==> config.mk <==
export PLATFORM = sky130hd
export DESIGN_NAME = mode_select_memory_map_decoder
export DESIGN_NICKNAME = d
export VERILOG_FILES = /design/src/hdl/mode_map_pkg.sv /design/src/hdl/window_match.sv /design/src/hdl/config_store.sv /design/src/hdl/mode_select_memory_map_decoder.sv
export SDC_FILE = /design/constraint.sdc
export NUM_CORES = 1
export LEC_CHECK = 0
export BUFFER_PORTS_ARGS = -buffer_cell sky130_fd_sc_hd__clkbuf_2
export CAP_MARGIN = 20
export CELL_PAD_IN_SITES_DETAIL_PLACEMENT = 0
export CELL_PAD_IN_SITES_GLOBAL_PLACEMENT = 1
export CORE_ASPECT_RATIO = 1.5
export CORE_MARGIN = 8
export CORE_UTILIZATION = 30
export DETAILED_ROUTE_END_ITERATION = 8
export HOLD_SLACK_MARGIN = 0.06
export PLACE_DENSITY = 0.64
export SLEW_MARGIN = 20
export SYNTH_ARGS = -nofsm -noshare
export SYNTH_HDL_FRONTEND = slang
export SYNTH_HIERARCHICAL = 1
export SYNTH_SLANG_ARGS = --single-unit
==> constraint.sdc <==
create_clock -name clk_i -period 12.55 [get_ports clk_i]
set_input_delay 1.8825 -clock clk_i [delete_from_list [all_inputs] [get_ports clk_i]]
set_output_delay 1.8825 -clock clk_i [all_outputs]
set_load 0.02 [all_outputs]
==> src/hdl/mode_map_pkg.sv <==
package mode_map_pkg;

  // Operating modes, captured once after reset
  typedef enum logic [1:0] {
    MODE_BOOT,
    MODE_TEST,
    MODE_SINGLE,
    MODE_EXPANDED
  } op_mode_type;

  // Mode select pin pairs {b, a}
  localparam logic [1:0] MODE_PINS_BOOT   = 2'h0;
  localparam logic [1:0] MODE_PINS_TEST   = 2'h1;
  localparam logic [1:0] MODE_PINS_SINGLE = 2'h2;

  // Memory map
  localparam logic [15:0] RAM_SIZE       = 16'h0400;
  localparam logic [15:0] REG_SIZE       = 16'h0060;
  localparam logic [15:0] EE_SIZE        = 16'h0200;
  localparam logic [15:0] BOOT_SIZE      = 16'h0100;
  localparam logic [15:0] HOLE_SIZE      = 16'h0100;
  localparam logic [15:0] BOOT_BASE      = 16'hbf00;
  localparam logic [11:0] EE_PAGE_OFS    = 12'he00;
  localparam logic [11:0] HOLE_PAGE_OFS  = 12'hd00;
  localparam logic [11:0] PAGE_ZERO_OFS  = 12'h000;
  localparam logic [15:0] VECTOR_BASE    = 16'hffc0;
  localparam logic [15:0] BOOT_VEC_BASE  = 16'hbfc0;
  localparam logic [15:0] RAM_LAST       = 16'h03ff;
  localparam logic [15:0] RAM_ENTRY      = 16'h0000;
  localparam int          VEC_OFS_W      = 6;

  // Reset values of page fields
  localparam logic [3:0]  RAM_PAGE_RST   = 4'h0;
  localparam logic [3:0]  REG_PAGE_RST   = 4'h1;
  localparam logic [3:0]  EE_PAGE_DEF    = 4'hf;
  localparam logic [7:0]  CONFIG_RST     = 8'hff;

  // Field positions
  localparam int INIT_RAM_LSB   = 4;
  localparam int INIT_REG_LSB   = 0;
  localparam int CFG_EE_LSB     = 4;
  localparam int CFG_EEON_BIT   = 0;
  localparam int CTRL_STOP_BIT  = 0;
  localparam int ST_STOP_BIT    = 2;
  localparam int ST_BOOTDN_BIT  = 3;
  localparam int ST_EEEN_BIT    = 4;

  // Register byte addresses on the bus
  localparam logic [3:0] INIT_OFS    = 4'h0;
  localparam logic [3:0] CONFIG_OFS  = 4'h4;
  localparam logic [3:0] STATUS_OFS  = 4'h8;
  localparam logic [3:0] CONTROL_OFS = 4'hc;

  // AHB encodings
  localparam logic [1:0] HTRANS_NONSEQ = 2'h2;
  localparam logic [2:0] HSIZE_WORD    = 3'h2;

  // Bootloader idle timeout: four characters of ten bits
  localparam int CHAR_BITS    = 10;
  localparam int IDLE_CHARS   = 4;
  localparam int BAUD_DEFAULT = 7812;
  localparam int CLK_HZ       = 50000000;
  localparam int IDLE_CYCLES  = (CLK_HZ / BAUD_DEFAULT) * CHAR_BITS * IDLE_CHARS;

  // Decoded selects
  typedef struct packed {
    logic ram;
    logic regs;
    logic eeprom;
    logic boot;
    logic ext;
  } sel_type;

  // CPU access request
  typedef struct packed {
    logic        valid;
    logic        write;
    logic        vector;
    logic        direct;
    logic [15:0] addr;
    logic [7:0]  wdata;
  } cpu_req_type;

endpackage : mode_map_pkg

==> src/hdl/window_match.sv <==
`timescale 1ns/1ns
module window_match (
  input  wire logic [15:0] addr_i,
  input  wire logic [15:0] base_i,
  input  wire logic [15:0] size_i,
  input  wire logic        enable_i,
  output logic             hit_o
);
  import mode_map_pkg::*;

  logic [15:0] delta;

  // Window hit: base <= addr < base + size
  always_comb begin
    delta = addr_i - base_i;
    hit_o = enable_i && (addr_i >= base_i) && (delta < size_i);
  end

endmodule : window_match

==> src/hdl/config_store.sv <==
`timescale 1ns/1ns
module config_store (
  input  wire logic       clk_i,
  input  wire logic       rst_n_i,
  input  wire logic       prog_en_i,
  input  wire logic       wr_i,
  input  wire logic [7:0] wdata_i,
  output logic      [7:0] config_o
);
  import mode_map_pkg::*;

  logic [7:0] cfg_r;
  logic [7:0] cfg_nxt;

  // Separate config byte, loaded with CONFIG_RST at reset, written only while programming is allowed
  always_comb begin
    cfg_nxt = cfg_r;
    if (wr_i && prog_en_i) begin
      cfg_nxt = wdata_i;
    end
  end

  always_ff @(posedge clk_i or negedge rst_n_i) begin
    if (!rst_n_i) begin
      cfg_r <= CONFIG_RST;
    end else begin
      cfg_r <= cfg_nxt;
    end
  end

  assign config_o = cfg_r;

endmodule : config_store

==> src/hdl/mode_select_memory_map_decoder.sv <==
`timescale 1ns/1ns
module mode_select_memory_map_decoder #(
  parameter int IDLE_LIMIT = mode_map_pkg::IDLE_CYCLES
) (
  input  wire logic                       clk_i,
  input  wire logic                       rst_n_i,
  // Mode pins
  input  wire logic                       mode_select_a_i,
  input  wire logic                       mode_select_b_i,
  // AHB-Lite slave
  input  wire logic                       hsel_i,
  input  wire logic [31:0]                haddr_i,
  input  wire logic [1:0]                 htrans_i,
  input  wire logic                       hwrite_i,
  input  wire logic [2:0]                 hsize_i,
  input  wire logic [31:0]                hwdata_i,
  input  wire logic                       hready_i,
  output logic      [31:0]                hrdata_o,
  output logic                            hreadyout_o,
  output logic                            hresp_o,
  // CPU side
  input  wire mode_map_pkg::cpu_req_type  cpu_req_i,
  output mode_map_pkg::sel_type           sel_o,
  output logic      [15:0]                mapped_addr_o,
  output logic      [7:0]                 ext_rdata_o,
  // Expansion ports
  input  wire logic [7:0]                 gpio_b_out_i,
  input  wire logic [7:0]                 gpio_b_dir_i,
  input  wire logic [7:0]                 gpio_f_out_i,
  input  wire logic [7:0]                 gpio_f_dir_i,
  input  wire logic [7:0]                 gpio_c_out_i,
  input  wire logic [7:0]                 gpio_c_dir_i,
  input  wire logic [7:0]                 port_c_i,
  output logic      [7:0]                 port_b_o,
  output logic      [7:0]                 port_b_oe_n_o,
  output logic      [7:0]                 port_f_o,
  output logic      [7:0]                 port_f_oe_n_o,
  output logic      [7:0]                 port_c_o,
  output logic      [7:0]                 port_c_oe_n_o,
  output logic                            rw_n_o,
  // Serial transmit pin and received-byte strobe
  input  wire logic                       txd_data_i,
  input  wire logic                       rx_byte_i,
  output logic                            txd_o,
  output logic                            txd_oe_n_o,
  // Boot and power control
  output logic                            boot_jump_o,
  output logic      [15:0]                boot_entry_o,
  output logic                            vectors_in_ram_o,
  output logic                            clk_halt_o,
  input  wire logic                       wake_i,
  output mode_map_pkg::op_mode_type       mode_o
);
  import mode_map_pkg::*;

  ////////////////////////////////////////////////////////////////////////////
  // Mode capture and memory-init state

  op_mode_type mode_r;
  op_mode_type mode_nxt;
  logic        captured_r;
  logic        captured_nxt;
  logic [3:0]  ram_page_r;
  logic [3:0]  ram_page_nxt;
  logic [3:0]  reg_page_r;
  logic [3:0]  reg_page_nxt;
  logic        ee_en_r;
  logic        ee_en_nxt;
  logic        stop_r;
  logic        stop_nxt;
  logic        wr_init;
  logic        wr_config;
  logic        wr_control;
  logic [7:0]  config_byte;
  logic        boot_done_r;
  logic        boot_done_nxt;

  always_comb begin
    mode_nxt     = mode_r;
    captured_nxt = 1'b1;
    ram_page_nxt = ram_page_r;
    reg_page_nxt = reg_page_r;
    ee_en_nxt    = ee_en_r;
    stop_nxt     = stop_r;
    if (!captured_r) begin
      unique case ({mode_select_b_i, mode_select_a_i})
        MODE_PINS_BOOT:   mode_nxt = MODE_BOOT;
        MODE_PINS_TEST:   mode_nxt = MODE_TEST;
        MODE_PINS_SINGLE: mode_nxt = MODE_SINGLE;
        default:          mode_nxt = MODE_EXPANDED;
      endcase
      ee_en_nxt = !({mode_select_b_i, mode_select_a_i} == MODE_PINS_TEST);
    end
    if (wr_init) begin
      ram_page_nxt = hwdata_i[INIT_RAM_LSB +: 4];
      reg_page_nxt = hwdata_i[INIT_REG_LSB +: 4];
    end
    if (wr_config && mode_r == MODE_TEST) begin
      ee_en_nxt = hwdata_i[CFG_EEON_BIT];
    end
    if (wr_control && hwdata_i[CTRL_STOP_BIT]) begin
      stop_nxt = 1'b1;
    end else if (wake_i) begin
      stop_nxt = 1'b0;
    end
  end

  always_ff @(posedge clk_i or negedge rst_n_i) begin
    if (!rst_n_i) begin
      mode_r     <= MODE_SINGLE;
      captured_r <= 1'b0;
      ram_page_r <= RAM_PAGE_RST;
      reg_page_r <= REG_PAGE_RST;
      ee_en_r    <= 1'b1;
      stop_r     <= 1'b0;
    end else begin
      mode_r     <= mode_nxt;
      captured_r <= captured_nxt;
      ram_page_r <= ram_page_nxt;
      reg_page_r <= reg_page_nxt;
      ee_en_r    <= ee_en_nxt;
      stop_r     <= stop_nxt;
    end
  end

  config_store u_config_store (
    .clk_i     (clk_i),
    .rst_n_i   (rst_n_i),
    .prog_en_i (mode_r == MODE_TEST),
    .wr_i      (wr_config),
    .wdata_i   (hwdata_i[7:0]),
    .config_o  (config_byte)
  );

  ////////////////////////////////////////////////////////////////////////////
  // Address decode

  logic        normal_mode;
  logic        bus_mode;
  logic        ee_on;
  logic [3:0]  eeprom_page_field;
  logic [15:0] cpu_addr;
  logic [15:0] ram_base;
  logic [15:0] reg_base;
  logic [15:0] ee_base;
  logic [15:0] hole_base;
  logic        hit_ram;
  logic        hit_reg;
  logic        hit_ee;
  logic        hit_boot;
  logic        hit_hole;
  sel_type     sel;
  logic [15:0] phys_addr;

  always_comb begin
    normal_mode = (mode_r == MODE_SINGLE) || (mode_r == MODE_EXPANDED);
    bus_mode    = (mode_r == MODE_EXPANDED) || (mode_r == MODE_TEST);
    ram_base    = {ram_page_r, PAGE_ZERO_OFS};
    reg_base    = {reg_page_r, PAGE_ZERO_OFS};
    eeprom_page_field = config_byte[CFG_EE_LSB +: 4];
    if (bus_mode) begin
      ee_base = {eeprom_page_field, EE_PAGE_OFS};
      ee_on   = (mode_r == MODE_TEST) ? ee_en_r : config_byte[CFG_EEON_BIT];
    end else begin
      ee_base = {EE_PAGE_DEF, EE_PAGE_OFS};
      ee_on   = 1'b1;
    end
    hole_base = {eeprom_page_field, HOLE_PAGE_OFS};
    cpu_addr  = cpu_req_i.addr;
    if (cpu_req_i.direct) begin
      cpu_addr = ram_base + {8'h00, cpu_req_i.addr[7:0]};
    end else if (cpu_req_i.vector && mode_r == MODE_BOOT) begin
      cpu_addr = BOOT_VEC_BASE | {10'h000, cpu_req_i.addr[VEC_OFS_W-1:0]};
    end
  end

  window_match u_ram_win (
    .addr_i   (cpu_addr),
    .base_i   (ram_base),
    .size_i   (RAM_SIZE),
    .enable_i (!stop_r),
    .hit_o    (hit_ram)
  );

  window_match u_reg_win (
    .addr_i   (cpu_addr),
    .base_i   (reg_base),
    .size_i   (REG_SIZE),
    .enable_i (1'b1),
    .hit_o    (hit_reg)
  );

  window_match u_ee_win (
    .addr_i   (cpu_addr),
    .base_i   (ee_base),
    .size_i   (EE_SIZE),
    .enable_i (ee_on),
    .hit_o    (hit_ee)
  );

  window_match u_boot_win (
    .addr_i   (cpu_addr),
    .base_i   (BOOT_BASE),
    .size_i   (BOOT_SIZE),
    .enable_i (mode_r == MODE_BOOT),
    .hit_o    (hit_boot)
  );

  window_match u_hole_win (
    .addr_i   (cpu_addr),
    .base_i   (hole_base),
    .size_i   (HOLE_SIZE),
    .enable_i (mode_r == MODE_TEST),
    .hit_o    (hit_hole)
  );

  always_comb begin
    sel        = '0;
    phys_addr  = cpu_addr;
    if (cpu_req_i.valid) begin
      if (cpu_req_i.vector && mode_r == MODE_TEST) begin
        sel.ext = 1'b1;
      end else if (hit_reg) begin
        sel.regs = 1'b1;
        phys_addr = cpu_addr - reg_base;
      end else if (hit_ram) begin
        sel.ram = 1'b1;
        phys_addr = cpu_addr - ram_base;
      end else if (hit_boot) begin
        sel.boot = 1'b1;
        phys_addr = cpu_addr - BOOT_BASE;
      end else if (hit_ee) begin
        sel.eeprom = 1'b1;
        phys_addr = cpu_addr - ee_base;
      end else if (bus_mode && !hit_hole) begin
        sel.ext = 1'b1;
      end
    end
  end

  ////////////////////////////////////////////////////////////////////////////
  // Expansion ports

  logic [7:0] pb_nxt;
  logic [7:0] pb_oe_n_nxt;
  logic [7:0] pf_nxt;
  logic [7:0] pf_oe_n_nxt;
  logic [7:0] pc_nxt;
  logic [7:0] pc_oe_n_nxt;
  logic       rw_n_nxt;
  logic [7:0] pb_r;
  logic [7:0] pb_oe_n_r;
  logic [7:0] pf_r;
  logic [7:0] pf_oe_n_r;
  logic [7:0] pc_r;
  logic [7:0] pc_oe_n_r;
  logic       rw_n_r;
  logic [7:0] ext_rdata_r;
  sel_type    sel_r;
  logic [15:0] mapped_r;

  always_comb begin
    if (bus_mode) begin
      pb_nxt      = phys_addr[15:8];
      pb_oe_n_nxt = 8'h00;
      pf_nxt      = phys_addr[7:0];
      pf_oe_n_nxt = 8'h00;
      pc_nxt      = cpu_req_i.wdata;
      pc_oe_n_nxt = (sel.ext && cpu_req_i.write) ? 8'h00 : 8'hff;
      rw_n_nxt    = !(sel.ext && cpu_req_i.write);
    end else begin
      pb_nxt      = gpio_b_out_i;
      pb_oe_n_nxt = ~gpio_b_dir_i;
      pf_nxt      = gpio_f_out_i;
      pf_oe_n_nxt = ~gpio_f_dir_i;
      pc_nxt      = gpio_c_out_i;
      pc_oe_n_nxt = ~gpio_c_dir_i;
      rw_n_nxt    = 1'b1;
    end
  end

  always_ff @(posedge clk_i or negedge rst_n_i) begin
    if (!rst_n_i) begin
      pb_r        <= 8'h00;
      pb_oe_n_r   <= 8'hff;
      pf_r        <= 8'h00;
      pf_oe_n_r   <= 8'hff;
      pc_r        <= 8'h00;
      pc_oe_n_r   <= 8'hff;
      rw_n_r      <= 1'b1;
      ext_rdata_r <= 8'h00;
      sel_r       <= '0;
      mapped_r    <= 16'h0000;
    end else begin
      pb_r        <= pb_nxt;
      pb_oe_n_r   <= pb_oe_n_nxt;
      pf_r        <= pf_nxt;
      pf_oe_n_r   <= pf_oe_n_nxt;
      pc_r        <= pc_nxt;
      pc_oe_n_r   <= pc_oe_n_nxt;
      rw_n_r      <= rw_n_nxt;
      ext_rdata_r <= port_c_i;
      sel_r       <= sel;
      mapped_r    <= phys_addr;
    end
  end

  ////////////////////////////////////////////////////////////////////////////
  // Bootloader exit and serial pin

  logic [31:0] idle_cnt_r;
  logic [31:0] idle_cnt_nxt;
  logic        jump_r;
  logic        jump_nxt;
  logic        last_byte;

  always_comb begin
    last_byte     = sel.ram && cpu_req_i.write && phys_addr == RAM_LAST;
    idle_cnt_nxt  = idle_cnt_r;
    boot_done_nxt = boot_done_r;
    jump_nxt      = 1'b0;
    if (mode_r == MODE_BOOT && captured_r && !boot_done_r) begin
      idle_cnt_nxt = rx_byte_i ? 32'h0 : idle_cnt_r + 32'h1;
      if (last_byte || idle_cnt_r == 32'(IDLE_LIMIT - 1)) begin
        boot_done_nxt = 1'b1;
        jump_nxt      = 1'b1;
      end
    end
  end

  always_ff @(posedge clk_i or negedge rst_n_i) begin
    if (!rst_n_i) begin
      idle_cnt_r  <= 32'h0;
      boot_done_r <= 1'b0;
      jump_r      <= 1'b0;
    end else begin
      idle_cnt_r  <= idle_cnt_nxt;
      boot_done_r <= boot_done_nxt;
      jump_r      <= jump_nxt;
    end
  end

  assign boot_jump_o      = jump_r;
  assign boot_entry_o     = RAM_ENTRY;
  assign vectors_in_ram_o = (mode_r == MODE_BOOT);
  assign txd_o            = 1'b0;
  assign txd_oe_n_o       = (mode_r == MODE_BOOT) ? txd_data_i : 1'b0;

  ////////////////////////////////////////////////////////////////////////////
  // AHB-Lite register slave

  logic       dp_wr_r;
  logic       dp_wr_nxt;
  logic [3:0] dp_addr_r;
  logic [3:0] dp_addr_nxt;
  logic [31:0] rdata_r;
  logic [31:0] rdata_nxt;
  logic       ap_valid;

  always_comb begin
    ap_valid    = hsel_i && hready_i && htrans_i == HTRANS_NONSEQ;
    dp_wr_nxt   = ap_valid && hwrite_i && hsize_i == HSIZE_WORD;
    dp_addr_nxt = haddr_i[3:0];
    rdata_nxt   = 32'h0;
    if (ap_valid && !hwrite_i) begin
      unique case (haddr_i[3:0])
        INIT_OFS:   rdata_nxt = {24'h0, ram_page_r, reg_page_r};
        CONFIG_OFS: rdata_nxt = {24'h0, config_byte};
        STATUS_OFS: rdata_nxt = 32'({ee_on, boot_done_r, stop_r, mode_r});
        default:    rdata_nxt = 32'h0;
      endcase
    end
  end

  always_ff @(posedge clk_i or negedge rst_n_i) begin
    if (!rst_n_i) begin
      dp_wr_r   <= 1'b0;
      dp_addr_r <= 4'h0;
      rdata_r   <= 32'h0;
    end else begin
      dp_wr_r   <= dp_wr_nxt;
      dp_addr_r <= dp_addr_nxt;
      rdata_r   <= rdata_nxt;
    end
  end

  assign wr_init     = dp_wr_r && dp_addr_r == INIT_OFS;
  assign wr_config   = dp_wr_r && dp_addr_r == CONFIG_OFS;
  assign wr_control  = dp_wr_r && dp_addr_r == CONTROL_OFS;
  assign hrdata_o    = rdata_r;
  assign hreadyout_o = 1'b1;
  assign hresp_o     = 1'b0;

  ////////////////////////////////////////////////////////////////////////////
  // Outputs

  assign sel_o         = sel_r;
  assign mapped_addr_o = mapped_r;
  assign ext_rdata_o   = ext_rdata_r;
  assign port_b_o      = pb_r;
  assign port_b_oe_n_o = pb_oe_n_r;
  assign port_f_o      = pf_r;
  assign port_f_oe_n_o = pf_oe_n_r;
  assign port_c_o      = pc_r;
  assign port_c_oe_n_o = pc_oe_n_r;
  assign rw_n_o        = rw_n_r;
  assign clk_halt_o    = stop_r;
  assign mode_o        = mode_r;

endmodule : mode_select_memory_map_decoder

==> impl_metrics.yaml <==
run_status:
  status: "completed"
global_routing:
  antenna_found_initial: 0
  grt_max_degree: 84
  grt_pass1_wl_um: 63200
  grt_usage_pct: 15.1
  overflow: 0
  grt_pass1_vias: 12277
synthesis:
  syn_avg_cell_area_um2: 8.46
  synth_edf_count: 0
  synth_flop_cell: "dfrtp_1"
  synthXorXnorAreaFrac_pct: 5.59
  synth_cell_types: 84
  postSynth.asyncResetShare_pct: 100
  synth_fa_ha_area_share_pct: 16.4
  synthCells: 1594
  synthMuxAreaShare_pct: 3.88
  synth_top_family_by_area: "compound AO/OA/AOI/OAI gates"
  yosysWarningCount: 6
  yosys.area_share.simple_pct: 18.0
  yosysSeqAreaShare_pct: 27.4
  synth_area_um2: 13500
  ys_ff_latch: 146
  synth_compound_area_share_pct: 19.2
clock_tree:
  clock-root-buffer: "clkbuf_16"
  cts-buffers-inserted: 17
  worst_skew_pair.late_latency_ns: 0.45
  post_cts_resized: 0
  htreeDepth: 4
  hold_buffers: 0
  path_clk_slew_ns: 0.06
  clockBufferDepth: 2
  cts_tree: "done"
  cts.sinks: 146
  postCtsSetupBuffers: 0
timing:
  finalSetupTns_ns: 0
  slew_viol_final: 0
  rsz0062_at_grt: "no"
  hold_viol: 0
  slew_headroom_pct: 39.6
  max_freq_ghz: 0.129
  finClkSkew_ns: 0.0212
  setup_viol: 0
  holdWs_ns: 0.523
  tightest_slew_ns: 0.902
  fin_crit_ns: 7.78
  finalCritPeriodShare_pct: 62.0
floorplanning:
  rows: 95
  start_util_pct: 30.2
  die_h_um: 276
  io_pins: 298
  coreArea_um2: 44600
  die_area_um2: 52100
  die_w_um: 189
detailed_routing:
  wl_met3_um: 1450
  ant_nets: 0
  drt_iter0_drc: 411
  highest_layer: "met4"
  wl_per_cell_um: 15.5
  via_per_inst: 4.69
  drc_errors: 0
  wl_met1_um: 16500
  wl_um: 39200
  vias: 11837
  drtPass1Iterations: 5
  wl_met2_um: 20500
critical_path:
  crit_buf_inv: 1
  slowest_stage: "nor2_1"
  critical_path.max_stage_delay_ns: 0.70
  path_class: "in -> reg"
  cp_top_family: "simple AND/OR/NAND/NOR gates"
  required_ns: 12.89
  cp-end-kind: "flip-flop"
  start_kind: "input port"
  crit_path_cell_trace: "clkbuf_2, nor3b_4, nor2_1, nor2_1, ha_1, a2111o_1, a311oi_1, a31oi_1, o21ai_0, a211oi_1, ha_1, nand4_1, or2_2, o2111a_1, nor3b_1, and2_1, o211ai_1, xnor2_1, nor4_1, o211ai_1, o31ai_1"
  crit_arrival_ns: 8.11
  worstPathMaxFanout: 9
min_path:
  holdCritPathClass: "reg -> reg"
finish:
  area_delta_synth_final_pct: 19.6
  layout.cells.non_filler: 2526
  final_nets: 2266
  final_common_cell: "inv_1"
  layout-drive-gt1-share_pct: 18.1
  antenna_cells: 0
  nFillCells: 4682
  layout_common_cells: "207 x inv_1, 201 x clkbuf_2, 194 x conb_1"
  design_area_um2: 16100
power:
  power.leakage_nw: 7.76
  worst_ir_drop_vdd_mv: 0.0805
  powerDensity_nw_per_um2: 105
run:
  drv_cap: 0
placed_design:
  placed_area_um2: 15500
  finalWeightedCongestion: 0.817
  place_hpwl_um: 32000
  port-buffer-count: 202
  dp_cells: 2494
==> worst paths after layout <==
kind	start	end	slack, ns	cells after the start
worst max-delay path	cpu_req_i[25]	boot_done_r	4.77	21
worst min-delay path	idle_cnt_r[1]	idle_cnt_r[1]	0.52	2
worst max register to register	mode_o[0]	boot_done_r	5.69	20
worst min register to register	idle_cnt_r[1]	idle_cnt_r[1]	0.52	2
max in group asynchronous	rst_n_i	mode_o[0]	9.62	2
min in group asynchronous	rst_n_i	port_b_o[0]	1.48	1
==> metal layers <==
| metal | up-vias | track usage [%] |
|---|---|---|
| met5 | - | 0 |
| met4 | 0 | 4.49 |
| met3 | 41 | 2.53 |
| met2 | 249 | 28.7 |
| met1 | 5534 | 16.9 |
| li1 | 6013 | - |
==> final cells by class <==
type                            instances  area (um2)  area share, %
Inverter                              209         785           4.87
Multi-Input combinational cell       1348        9230           57.2
Sequential cell                       146        3700           22.9
Clock buffer                           23         458           2.84
Tap cell                              582         728           4.52
Clock inverter                          9         154          0.955
Timing Repair Buffer                  209        1070           6.64
==> flip-flops by register name (all words and copies together), names as in the netlist, 2 cells and up <==
| name | flops |
|---|---|
| hrdata_o | 8 |
| sel_o | 5 |
| mapped_addr_o | 16 |
| port_f_o | 8 |
| port_c_oe_n_o | 8 |
| port_c_o | 8 |
| port_b_o | 8 |
| ram_page_r | 4 |
| idle_cnt_r | 32 |
| port_b_oe_n_o | 8 |
| reg_page_r | 4 |
| mode_o | 2 |
| ext_rdata_o | 8 |
| port_f_oe_n_o | 8 |
| dp_addr_r | 4 |
| u_config_store/config_o | 8 |
==> report_power, final <==
group          switching (mW)  internal [mW]  total, mW
registers              0.0195          0.509      0.529
clock network           0.203          0.338      0.541
logic                   0.372          0.245      0.617
total                   0.594           1.09       1.69
==> per-stage QoR <==
| step | utilization [%] | total power, mW | worst slack, ns |
|---|---|---|---|
| after floorplan | - | 0.991 | 5.96 |
| after global placement | 34.8 | 1.14 | 4.41 |
| after detailed placement | 34.8 | 1.15 | 4.33 |
| after CTS | 36.2 | 1.71 | 4.75 |
| after global routing | 36.2 | 1.81 | 4.27 |
| final | 36.2 | 1.69 | 4.77 |
==> worst register-to-register path, stage by stage (launching register included) <==
cell and delay (ns):
dfrtp_2 0.64, nor3b_4 0.50, nor2_1 0.07, nor2_1 0.70, ha_1 0.46, a2111o_1 0.49, a311oi_1 0.27, a31oi_1 0.07
o21ai_0 0.09, a211oi_1 0.07, ha_1 0.31, nand4_1 0.12, or2_2 0.31, o2111a_1 0.35, nor3b_1 0.52, and2_1 0.40
o211ai_1 0.17, xnor2_1 0.21, nor4_1 0.55, o211ai_1 0.23, o31ai_1 0.24
==> Yosys cell counts, types with 5 or more instances <==
master	number	area share (%)
dfstp_2	36	7.0
nand3b_1	8	0.45
o211ai_1	8	0.45
mux2_2	34	2.8
a31oi_1	9	0.42
nand4_1	34	1.6
and2_1	8	0.37
a2111oi_0	8	0.52
or3_1	9	0.42
a2111o_1	5	0.42
a311oi_1	5	0.32
or2_2	11	0.51
nor4_1	5	0.23
mux2i_1	14	1.0
o21ai_1	10	0.37
nand2b_1	20	0.93
xnor2_1	45	2.9
o21ai_0	75	2.8
nor2b_1	28	1.3
o2111ai_1	10	0.65
xor2_1	41	2.7
a211oi_1	16	0.89
dfrtp_1	110	20
buf_4	45	2.5
fa_1	7	1.0
a21oi_1	113	4.2
and3_1	15	0.70
nand2_1	93	2.6
ha_1	165	15
and4_1	9	0.58
inv_1	207	5.8
buf_2	7	0.26
nand3_1	35	1.3
a21o_1	38	2.1
nor3_1	21	0.78
o21a_1	15	0.84
nor4b_1	5	0.32
clkbuf_1	25	0.70
o311ai_1	7	0.45
a21oi_2	7	0.45
nor2_1	149	4.1
o2111a_1	5	0.42
==> cell families (layout without fill, tap and decap cells) <==
group	Yosys count	count (layout)
other	2	194
AO/OA/AOI/OAI	377	377
buffers and inverters	292	450
XOR/XNOR	86	86
AND/OR/NAND/NOR	471	471
flip-flops	146	146
multiplexers	48	48
adder cells (fa/ha/maj)	172	172
Note: power is estimated with default switching activity, not from simulation.
